### config.mk
export PLATFORM = sky130hd
export DESIGN_NAME = rpst_power_seq
export DESIGN_NICKNAME = d
export VERILOG_FILES = /design/src/include/rpst_pkg.sv /design/src/rtl/rpst_power_seq.sv
export VERILOG_INCLUDE_DIRS = /design/src /design/src/include
export SDC_FILE = /design/constraint.sdc
export NUM_CORES = 1
export LEC_CHECK = 0
export BUFFER_PORTS_ARGS = -buffer_cell sky130_fd_sc_hd__buf_2
export CORE_UTILIZATION = 40
export CTS_BUF_LIST = sky130_fd_sc_hd__clkbuf_8
export DETAILED_ROUTE_END_ITERATION = 10
export GPL_TIMING_DRIVEN = 0
export PLACE_DENSITY = 0.66
export SETUP_SLACK_MARGIN = 0.05
export SLEW_MARGIN = 10
export SYNTH_ARGS = -nofsm -noshare
export SYNTH_HDL_FRONTEND = slang
export SYNTH_SLANG_ARGS = --single-unit
### constraint.sdc
create_clock -name ref_clk -period 3.2 [get_ports ref_clk]
set_clock_uncertainty 0.1 [all_clocks]
set_input_delay 0.16 -clock ref_clk [delete_from_list [all_inputs] [get_ports ref_clk]]
set_output_delay 0.16 -clock ref_clk [all_outputs]
set_load 0.01 [all_outputs]
### src/include/rpst_map.svh
`ifndef RPST_MAP_SVH
`define RPST_MAP_SVH

// ==========================================================================
// Timing figures in input clock periods, and derived cycle counts
// ==========================================================================
// Input clock period in picoseconds (40 MHz)
`define RPST_CLK_PS           25000
// Idle inputs before reset release, least
`define RPST_T_ACT_TCK        8
// Control word to control word spacing, least
`define RPST_T_MRD_TCK        8
// Input buffer disable after both clock enables low
`define RPST_T_INDIS_MIN_TCK  1
`define RPST_T_INDIS_MAX_TCK  4
// Output hi-z after clock enable outputs low, in tenths of a period
`define RPST_T_QDIS_TENTHS    15
// Both clock enables low before the clock may stop
`define RPST_T_CKOFF_TCK      5
// Clock enable buffers kept on after the clock stops, least
`define RPST_T_CKEV_TCK       2
// Static outputs after power-save exit
`define RPST_T_FIXOUT_MIN_TCK 1
`define RPST_T_FIXOUT_MAX_TCK 3
// Derived counts: block runs on the input clock, so one period is one cycle
`define RPST_QDIS_CYC         ((`RPST_T_QDIS_TENTHS + 9) / 10)
`define RPST_CKEV_CYC         (`RPST_T_CKEV_TCK)
// Reset values
`define RPST_RST_BUF_EN       1'b1
`define RPST_RST_CKE_OUT      2'h0
`define RPST_RST_OE           1'b0

`endif

### src/include/rpst_pkg.sv
package rpst_pkg;
  // Power-save sequencer states, one-hot
  typedef enum logic [2:0] {
    RPST_ACTIVE = 3'b001,
    RPST_SAVE   = 3'b010,
    RPST_HALTED = 3'b100
  } rpst_state_e;

  typedef logic [1:0] rpst_cke_t;
endpackage

### src/rtl/rpst_power_seq.sv
`timescale 1ns/10ps
`default_nettype none
`include "rpst_map.svh"

// Contract
// RULE1 - Host idles inputs eight cycles before reset
// RULE2 - Host spaces control word accesses eight cycles
// RULE3 - Power-save entry disables inputs within 1-4
// RULE4 - Outputs go hi-z after clock enables drop
// RULE5 - Host holds enables low five cycles first
// RULE6 - Enable input buffers stay on two cycles
// RULE7 - Static outputs 1-3 cycles after exit
// RULE8 - Exit re-enables inputs, then redrive resumes
module rpst_power_seq #(
  parameter int CA_W = 22,
  parameter int CS_W = 4
) (
  input  wire logic                  ref_clk,
  input  wire logic                  rst,
  input  wire rpst_pkg::rpst_cke_t   host_clk_en_in,
  input  wire logic [CS_W-1:0]       chip_select_in_n,
  input  wire logic [CA_W-1:0]       cmdAddrIn,
  input  wire logic [1:0]            termination_ctl_in,
  input  wire logic                  inClkStopped,
  input  wire logic                  power_save_enable_field,
  output logic                       dataInBufEn,
  output logic                       cleInBufEn,
  output rpst_pkg::rpst_cke_t        clk_en_out,
  output logic [1:0]                 termination_ctl_out,
  output logic [CS_W-1:0]            chipSelectOut,
  output logic [CA_W-1:0]            cmdAddrOut,
  output logic                       cmdAddrOe
);
  import rpst_pkg::*;

  localparam logic [2:0] QDIS_CYC = 3'(`RPST_QDIS_CYC);
  localparam logic [2:0] CKEV_CYC = 3'(`RPST_CKEV_CYC);

  // ========================================================================
  // Pin synchronisers
  // ========================================================================
  rpst_cke_t         ckeMeta, ckeSync;
  logic [CS_W-1:0]   csMeta, csSync;
  logic [CA_W-1:0]   caMeta, caSync;
  logic [1:0]        odtMeta, odtSync;
  logic              stopMeta, stopSync, pseMeta, pseSync;

  // Two flops on every pin except rst before any logic looks at it
  always_ff @(posedge ref_clk) begin
    ckeMeta  <= host_clk_en_in;
    ckeSync  <= ckeMeta;
    csMeta   <= chip_select_in_n;
    csSync   <= csMeta;
    caMeta   <= cmdAddrIn;
    caSync   <= caMeta;
    odtMeta  <= termination_ctl_in;
    odtSync  <= odtMeta;
    stopMeta <= inClkStopped;
    stopSync <= stopMeta;
    pseMeta  <= power_save_enable_field;
    pseSync  <= pseMeta;
  end

  // ========================================================================
  // Power-save sequencer
  // ========================================================================
  rpst_state_e state, next_state;
  logic        next_dataInBufEn, next_cleInBufEn, next_cmdAddrOe;
  logic        redrive, next_redrive;
  logic [2:0]  cnt, next_cnt;
  rpst_cke_t   next_clkEnOut;
  logic [1:0]  next_odtOut;
  logic [CS_W-1:0] next_csOut;
  logic [CA_W-1:0] next_caOut;
  logic        bothLow, anyHigh;

  assign bothLow = (ckeSync == 2'h0);
  assign anyHigh = (ckeSync != 2'h0);

  // Next-state and output computation
  always_comb begin
    next_state       = state;
    next_dataInBufEn = dataInBufEn;
    next_cleInBufEn  = cleInBufEn;
    next_cmdAddrOe   = cmdAddrOe;
    next_redrive     = redrive;
    next_cnt         = cnt;
    next_clkEnOut    = ckeSync;      // Enables are always passed through
    next_odtOut      = odtSync;
    next_csOut       = chipSelectOut;
    next_caOut       = cmdAddrOut;
    if (redrive) begin
      next_csOut = csSync;
      next_caOut = caSync;
    end
    unique case (state)
      RPST_ACTIVE: begin
        next_cnt = 3'h0;
        // RULE3 entry disables inputs
        if (bothLow && pseSync) begin
          next_state       = RPST_SAVE;
          next_dataInBufEn = 1'b0;
          next_redrive     = 1'b0;
        end
      end
      RPST_SAVE: begin
        // RULE4 hi-z after enables low
        // A 1.5-cycle float time rounds up to two whole cycles,
        // counted from the edge that drove the enable outputs low
        if ((cnt + 3'h1) < QDIS_CYC) begin
          next_cnt = cnt + 3'h1;
        end else begin
          next_cmdAddrOe = 1'b0;
        end
        // RULE7 static outputs on exit
        if (anyHigh) begin
          next_state       = RPST_ACTIVE;
          next_cmdAddrOe   = 1'b1;
          // RULE8 buffers back, redrive next
          next_dataInBufEn = 1'b1;
          next_redrive     = 1'b1;
        end else if (stopSync) begin
          next_state = RPST_HALTED;
          next_cnt   = 3'h0;
        end
      end
      RPST_HALTED: begin
        next_cmdAddrOe = 1'b0;
        // RULE6 enable buffers held on
        if (cnt < CKEV_CYC) begin
          next_cnt = cnt + 3'h1;
        end else begin
          next_cleInBufEn = 1'b0;
        end
        if (!stopSync) begin
          next_state      = RPST_SAVE;
          next_cleInBufEn = 1'b1;
          next_cnt        = QDIS_CYC;
        end
      end
    endcase
  end

  // Register the sequencer state and all outputs
  always_ff @(posedge ref_clk) begin
    if (rst) begin
      state               <= RPST_ACTIVE;
      dataInBufEn         <= `RPST_RST_BUF_EN;
      cleInBufEn          <= `RPST_RST_BUF_EN;
      cmdAddrOe           <= `RPST_RST_OE;
      redrive             <= 1'b0;
      cnt                 <= 3'h0;
      clk_en_out          <= `RPST_RST_CKE_OUT;
      termination_ctl_out <= 2'h0;
      chipSelectOut       <= '1;
      cmdAddrOut          <= '0;
    end else begin
      state               <= next_state;
      dataInBufEn         <= next_dataInBufEn;
      cleInBufEn          <= next_cleInBufEn;
      cmdAddrOe           <= next_cmdAddrOe;
      redrive             <= next_redrive;
      cnt                 <= next_cnt;
      clk_en_out          <= next_clkEnOut;
      termination_ctl_out <= next_odtOut;
      chipSelectOut       <= next_csOut;
      cmdAddrOut          <= next_caOut;
    end
  end
endmodule
`default_nettype wire

==> key figures, run 1 <==
Logic synthesis
  • Most frequent cells after synthesis: dfxtp_1 (104), nor2_1 (27), mux2i_1 (26), nand2_1 (11), a21oi_1 (6)
  • Mapped Area: approximately 2900 um^2
  • Mapped Cells: roughly 220
  • Yosys warnings: 0
  • Ys async rst share: 0%
  • #FFs+latches synth: 104
  • Top post-synthesis cells by area: dfxtp_1 (73%), mux2i_1 (9.1%), nor2_1 (3.6%), nand2_1 (1.4%), a21oi_1 (1.1%)
  • Post-synthesis net count: 257
  • Seq/Total Area, Yosys: 73.0%
  • Most common cell in the synthesized netlist: dfxtp_1
  • Area share of the largest cell type after synthesis: 73.0%
  • Synth unique cells: 33
  • Number of flops mapped to enable cells by yosys: 0
  • Post-synth top area cell: dfxtp_1
  • Avg Inst Size Synth: between 10 and 15 um^2
  • Main synth FF type: dfxtp_1

Clocking
  • H-tree Lvls: 3
  • Clock slew at reported path FFs: 0.10 ns
  • CTS Buf Count: 9
  • Clk Latency, worst-skew pair: around 0.36 ns
  • Setup Buffers After CTS: 0
  • TritonCTS clock tree: yes
  • Clk root buf: clkbuf_8
  • Max Buffers Root-to-Sink: 2
  • Clk sinks: 104

Detailed routing
  • Post-route DRC: 0
  • Wire per inst: 11.1 um
  • Total Routed Length: 4820 um
  • DRT iter0 DRCs: 64
  • Routed vias: 1863
  • Post-route ant nets: 0
  • Pre-antenna DRT Iters: 4
  • Vias per std cell: roughly 4.3

Place
  • Place WS: 1.59 ns
  • Area after DPL: between 3000 and 4000 um^2
  • HPWL Detailed: 3110 um
  • Placed cells: 384
  • IO buf count: 66
  • RePlAce Congestion: between 0.7 and 0.8

Setup path
  • WP data required: around 3.4 ns
  • Crit path max fanout: 8
  • Crit Path Class: register to register
  • Critical Path AT: 1.89 ns
  • Worst setup EP type: register
  • Nature of the critical path startpoint: register

Floorplanning
  • Core area: 6830 um^2
  • Die height: slightly below 90 um
  • Die Width: 86.5 um
  • Io pins: 67
  • Die Area: 7480 um^2
  • Initial core utilization: 41.8%
  • Rows: 30

STA
  • Max Fclk: 590 MHz
  • PnR worst setup slack: ~1.5 ns
  • Slew headroom: 61.2%
  • Post-Route Setup TNS: 0 ns
  • Min Hold Slack: ~0.23 ns
  • Slew Viols, Final: 0
  • Setup Viol. Count Final: 0
  • Final hold vios: 0
  • Final worst path period share: 53.0%
  • Min Tclk post-route: 1.70 ns
  • Setup repair after global routing missed its margin: false
  • Slew @ Worst Pin: 0.575 ns

Final layout
  • Final Non-Filler Cells: 433
  • Layout cells sized above 1: 27.9%
  • Fill cells: 609
  • Antenna diode count: 0
  • Cell area after layout: 3860 um^2
  • Final core utilization: roughly 56%
  • Area grow syn2layout: 35.2%
  • Final net count: between 300 and 400

Pwr
  • Pwr Total: 2.37 mW
  • Cell Pwr Density: 614 nW/um^2
  • P_leak: between 1.5 and 2 nW
  • Max rail drop VDD: ~0.38 mV

Global route
  • First-pass GRT wire length: approximately 8000 um
  • Gr usage total: roughly 14%
  • Vias in the first global route: 1740
  • Grt ovf: 0
  • Largest net degree at the start of global routing: 21
  • Initial antenna violation count: 0

Worst hold path
  • HP Class: register to register

Run status
  • Status: complete, no violations

Run
  • Max-cap violation count: 0
[final timing paths]
kind         startpoint         end  slack [ns]  cells after the start
max            state[2]      cnt[2]        1.50                      5
min          caMeta[11]  caSync[11]        0.23                      0
max reg2reg    state[2]      cnt[2]        1.50                      5
min reg2reg  caMeta[11]  caSync[11]        0.23                      0
[power by group]
group | total (mW) | internal (mW) | leakage [nW] | switching (mW)
sequential | 1.38 | 1.35 | 0.865 | 0.0235
clock | 0.851 | 0.387 | 0.112 | 0.464
combinational | 0.141 | 0.0802 | 0.662 | 0.0605
[registers in the layout, summed over array words and instances (netlist names), 2 cells and up]
signal	count
clk_en_out	2
termination_ctl_out	2
ckeMeta	2
cnt	3
chipSelectOut	4
odtMeta	2
cmdAddrOut	22
caMeta	22
caSync	22
csMeta	4
next_odtOut	2
ckeSync	2
state	3
csSync	4
[cells by family after synthesis]
| family | count (synthesis) | synth area share, % |
|---|---|---|
| flops | 104 | 73.0 |
| simple gates | 60 | 10.3 |
| mux | 26 | 9.12 |
| compound gates | 18 | 4.69 |
| buf+inv | 10 | 1.62 |
| xor+xnor | 3 | 0.921 |
| fa+ha+maj | 1 | 0.438 |
[layout make-up]
class | count | area, um^2 | share of cell area (%)
plain buffers | 8 | 38.8 | 1.01
clock buffers | 9 | 124 | 3.21
clock inverters | 7 | 100 | 2.59
inverters | 2 | 7.51 | 0.195
multi-input cells | 108 | 726 | 18.8
flip-flops and latches | 104 | 2080 | 54.0
well taps | 96 | 120 | 3.11
repair buffers | 99 | 661 | 17.1
[placed cells by master, fill, tap and decap left out, types with 2 or more instances in the layout]
master	instances
nand2_1	11
o21ai_0	5
clkbuf_1	2
inv_6	2
o211ai_1	3
nand3b_1	3
clkinv_8	2
dlygate4sd3_1	33
mux2i_1	26
buf_2	69
nor2_1	27
dfxtp_1	104
clkbuf_8	9
nand3_1	4
a21oi_1	6
nor3b_1	2
nor3_1	2
xnor2_1	2
nor2b_1	4
[worst max-delay path, cell delays in order (launching register included)]
cell	delay [ns]
dfxtp_1	0.32
clkbuf_2	0.19
nor3b_1	0.52
and2_2	0.28
o21ai_0	0.08
a21boi_1	0.15
[layer usage]
metal  wire [um]  global-route usage, %
met1        2230                   16.8
met4          62                   6.36
met2        2300                   22.2
met3         223                   4.76
met5           0                      0
[repair_timing]
action	4_1_cts	5_1_grt
resized for setup	0	0
endpoints found under the hold margin	33	0
hold buffers	33	0
Note: power is estimated with default switching activity, not from simulation.
==> run 2: changes to the inputs <==
- ABC_AREA: default -> 1
- clock period: 3.2 -> 1.6 ns (I/O delays scaled with it)
==> key figures, run 2 <==
Worst hold path
  • Hold depth: 3 (+3)
  • HP Start: rst
  • Hold Crit Endpoint: clk_en_out[1]
  • HP Class: primary input to register

Logic synthesis
  • Synth unique cells: 25 (-24%)
  • Mapped Cells: 266 (+20%)
  • Ys async rst share: 0% (unchanged)
  • Mapped Area: 2840 um^2 (-0.35%)
  • Most common cell in the synthesized netlist: dfxtp_1
  • Post-synthesis mux area share: 0% (-9.1 points)
  • Yosys warnings: 0 (unchanged)
  • Most frequent cells after synthesis: dfxtp_1 (104), nor2_1 (53), nand2_1 (26), o21ai_0 (23), inv_1 (14)
  • Main combinational cell family by area after synthesis: simple AND/OR/NAND/NOR gates
  • Post-synth top area cell: dfxtp_1
  • Avg Inst Size Synth: 10.7 um^2 (-17%)
  • Area share of the largest cell type after synthesis: 73.2% (+0.26 points)
  • Seq/Total Area, Yosys: 73.2% (+0.26 points)
  • Synth Area in Simple Gates: 15.8% (+5.5 points)
  • Post-synthesis compound-gate area fraction: 6.86% (+2.2 points)
  • Fraction of synthesized cell area in xor and xnor cells: 0% (-0.92 points)
  • Number of flops mapped to enable cells by yosys: 0 (unchanged)
  • Post-synthesis net count: 301 (+17%)
  • Top post-synthesis cells by area: dfxtp_1 (73%), nor2_1 (7.0%), o21ai_0 (4.0%), nand2_1 (3.4%), inv_1 (1.8%)
  • #FFs+latches synth: 104 (unchanged)
  • Main synth FF type: dfxtp_1
  • Adder-cell share of the synthesized area: 0.440% (+0.0015 points)

Floorplanning
  • Rows: 30 (unchanged)
  • Die Area: 7450 um^2 (-0.35%)
  • Core area: 6830 um^2 (unchanged)
  • Initial core utilization: 41.6% (-0.15 points)
  • Die height: 86.3 um (-0.17%)
  • Die Width: 86.3 um (-0.17%)
  • Io pins: 67 (unchanged)

Clocking
  • Clk sinks: 104 (unchanged)
  • Clock slew at reported path FFs: 0.10 ns (about the same)
  • TritonCTS clock tree: yes
  • Setup Buffers After CTS: 0 (unchanged)
  • CTS Buf Count: 9 (unchanged)
  • Clk Latency, worst-skew pair: 0.36 ns (about the same)
  • Clk root buf: clkbuf_8
  • Max Buffers Root-to-Sink: 2 (unchanged)
  • H-tree Lvls: 3 (unchanged)

Pwr
  • Max rail drop VDD: 0.641 mV (+69%)
  • Cell Pwr Density: 1250 nW/um^2 (+100%)
  • P_leak: 1.78 nW (+8.9%)

STA
  • Min Tclk post-route: 1.38 ns (-0.316 ns)
  • Slew @ Worst Pin: 0.533 ns (-0.0423 ns)
  • Final worst path period share: 86.3% (+33 points)
  • Slew Viols, Final: 0 (unchanged)
  • Slew headroom: 64.5% (+3.2 points)
  • Post-Route Setup TNS: 0 ns (unchanged)
  • Final hold vios: 0 (unchanged)
  • Setup repair after global routing missed its margin: false
  • Max Fclk: 724 MHz (+23%)
  • Setup Viol. Count Final: 0 (unchanged)

Final layout
  • Antenna diode count: 0 (unchanged)
  • Layout cells sized above 1: 26.3% (-1.6 points)
  • Commonest non-fill, non-tap cell in the layout: dfxtp_1
  • Final net count: 410 (+12%)
  • Area grow syn2layout: 34.5%
  • Fill cells: 625 (+2.6%)
  • Commonest non-fill, non-tap cells in the layout: dfxtp_1 (104), buf_2 (69), nor2_1 (53)
  • Cell area after layout: 3820 um^2 (-0.88%)
  • Largest regs: caMeta (22), caSync (22), cmdAddrOut (22)

Setup path
  • WP data required: 1.73 ns (-1.66 ns)
  • Crit path max fanout: 4 (-4)
  • Worst Reg-to-Reg Cells: 10 (+5)
  • Crit Path Class: register to register
  • Critical Path AT: 1.51 ns (-0.38 ns)
  • Crit Reg-Reg Endpoint: cnt[0]
  • Worst setup EP type: register
  • Reg2reg start: cnt[0]
  • Nature of the critical path startpoint: register
  • Reg2reg setup slack: 0.22 ns (-1.28 ns)

Detailed routing
  • DRT iter0 DRCs: 88 (+38%)
  • Total Routed Length: 5110 um (+6.0%)
  • Wire per inst: 10.7 um (-3.6%)
  • Vias per std cell: 4.28 (-0.44%)
  • Routed vias: 2039 (+9.4%)
  • Post-route ant nets: 0 (unchanged)
  • Pre-antenna DRT Iters: 4 (unchanged)
  • Post-route DRC: 0 (unchanged)

Global route
  • Grt ovf: 0 (unchanged)
  • Vias in the first global route: 1948 (+12%)
  • Gr usage total: 15.1% (+1.2 points)
  • First-pass GRT wire length: 8570 um (+9.3%)
  • Initial antenna violation count: 0 (unchanged)
  • Largest net degree at the start of global routing: 20 (-4.8%)

Place
  • HPWL Detailed: 3290 um (+5.8%)
  • Area after DPL: 3290 um^2 (-0.30%)
  • RePlAce Congestion: 0.766 (-2.4%)
  • IO buf count: 66 (unchanged)

Run status
  • Status: complete, no violations

Run
  • Max-cap violation count: 0 (unchanged)
[run 2: cell count changes in the layout (fill, tap and decap cells not counted), sizes merged, moves of 3 or more]
cell / change
inv: +17
nand3: +8
nand2: +17
nor2: +28
nor2b: -4
mux2i: -26
nand3b: -3
o21ai: +19
[run 2: how the worst max path moves through the flow]
| stage | cells past startpoint | startpoint | slack, ns | end |
|---|---|---|---|---|
| detailed placement | 10 | cnt[0] | 0.23 | cnt[0] |
| global route | 10 | cnt[0] | 0.08 | cnt[0] |
| finish | 10 | cnt[0] | 0.22 | cnt[0] |
| global placement | 10 | cnt[0] | 0.26 | cnt[0] |
| floorplan | 10 | cnt[0] | 0.35 | cnt[0] |
| CTS | 10 | cnt[0] | 0.21 | cnt[0] |
[run 2: logic make-up after synthesis]
kind of cell	Yosys count
DFF	104
and+or+nand+nor	100
AOI/OAI and AO/OA	34
buffers and inverters	27
adders and majority gates	1
[run 2: layer usage]
layer	up-vias	share of wire, %	global-route usage, %
met3	10	5.5	4.10
met2	51	49	26.3
li1	1057	-	-
met5	-	0	0
met4	0	2.0	7.88
met1	921	43	16.9
[run 2: metrics by stage]
step | hold slack [ns] | cells | utilization (%) | total power, mW | setup slack, ns
floorplan | 0.00772 | 266 | - | 2.98 | 0.349
finish | 0.161 | 476 | 56.0 | 4.76 | 0.220
CTS | 0.161 | 476 | 56.0 | 4.81 | 0.214
global route | 0.189 | 476 | 56.0 | 4.97 | 0.0836
global placement | 0.0821 | 428 | 48.2 | 3.10 | 0.258
detailed placement | 0.0836 | 428 | 48.2 | 3.11 | 0.229
[run 2: timing repair]
item	CTS	global route
hold buffers	32	0
hold endpoints to repair	32	0
endpoints found under the setup margin	0	0
gates resized for setup	0	0
[run 2: cell type report]
type	count	area (um^2)	share of cell area [%]
clock inverters	7	86.3	2.26
repair buffers	98	651	17.0
plain buffers	9	37.5	0.981
well taps	96	120	3.14
flip-flops and latches	104	2080	54.4
clock buffers	9	124	3.24
multi-input cells	135	657	17.2
inverters	18	67.6	1.77
[run 2: where the power goes]
part	internal (mW)	switching, mW	total (mW)
Sequential	2.73	0.0522	2.78
Combinational	0.159	0.165	0.324
Clock	0.753	0.906	1.66
[run 2: worst max-delay path: stages, from the launching register on]
cell and delay [ns]:
dfxtp_1 0.39, ha_1 0.18, inv_1 0.04, nand2_1 0.07, nand2_1 0.07, nand2_1 0.12
nand2_1 0.07, nand3_1 0.06, nand2_1 0.05, nand2_1 0.06, a21oi_2 0.05
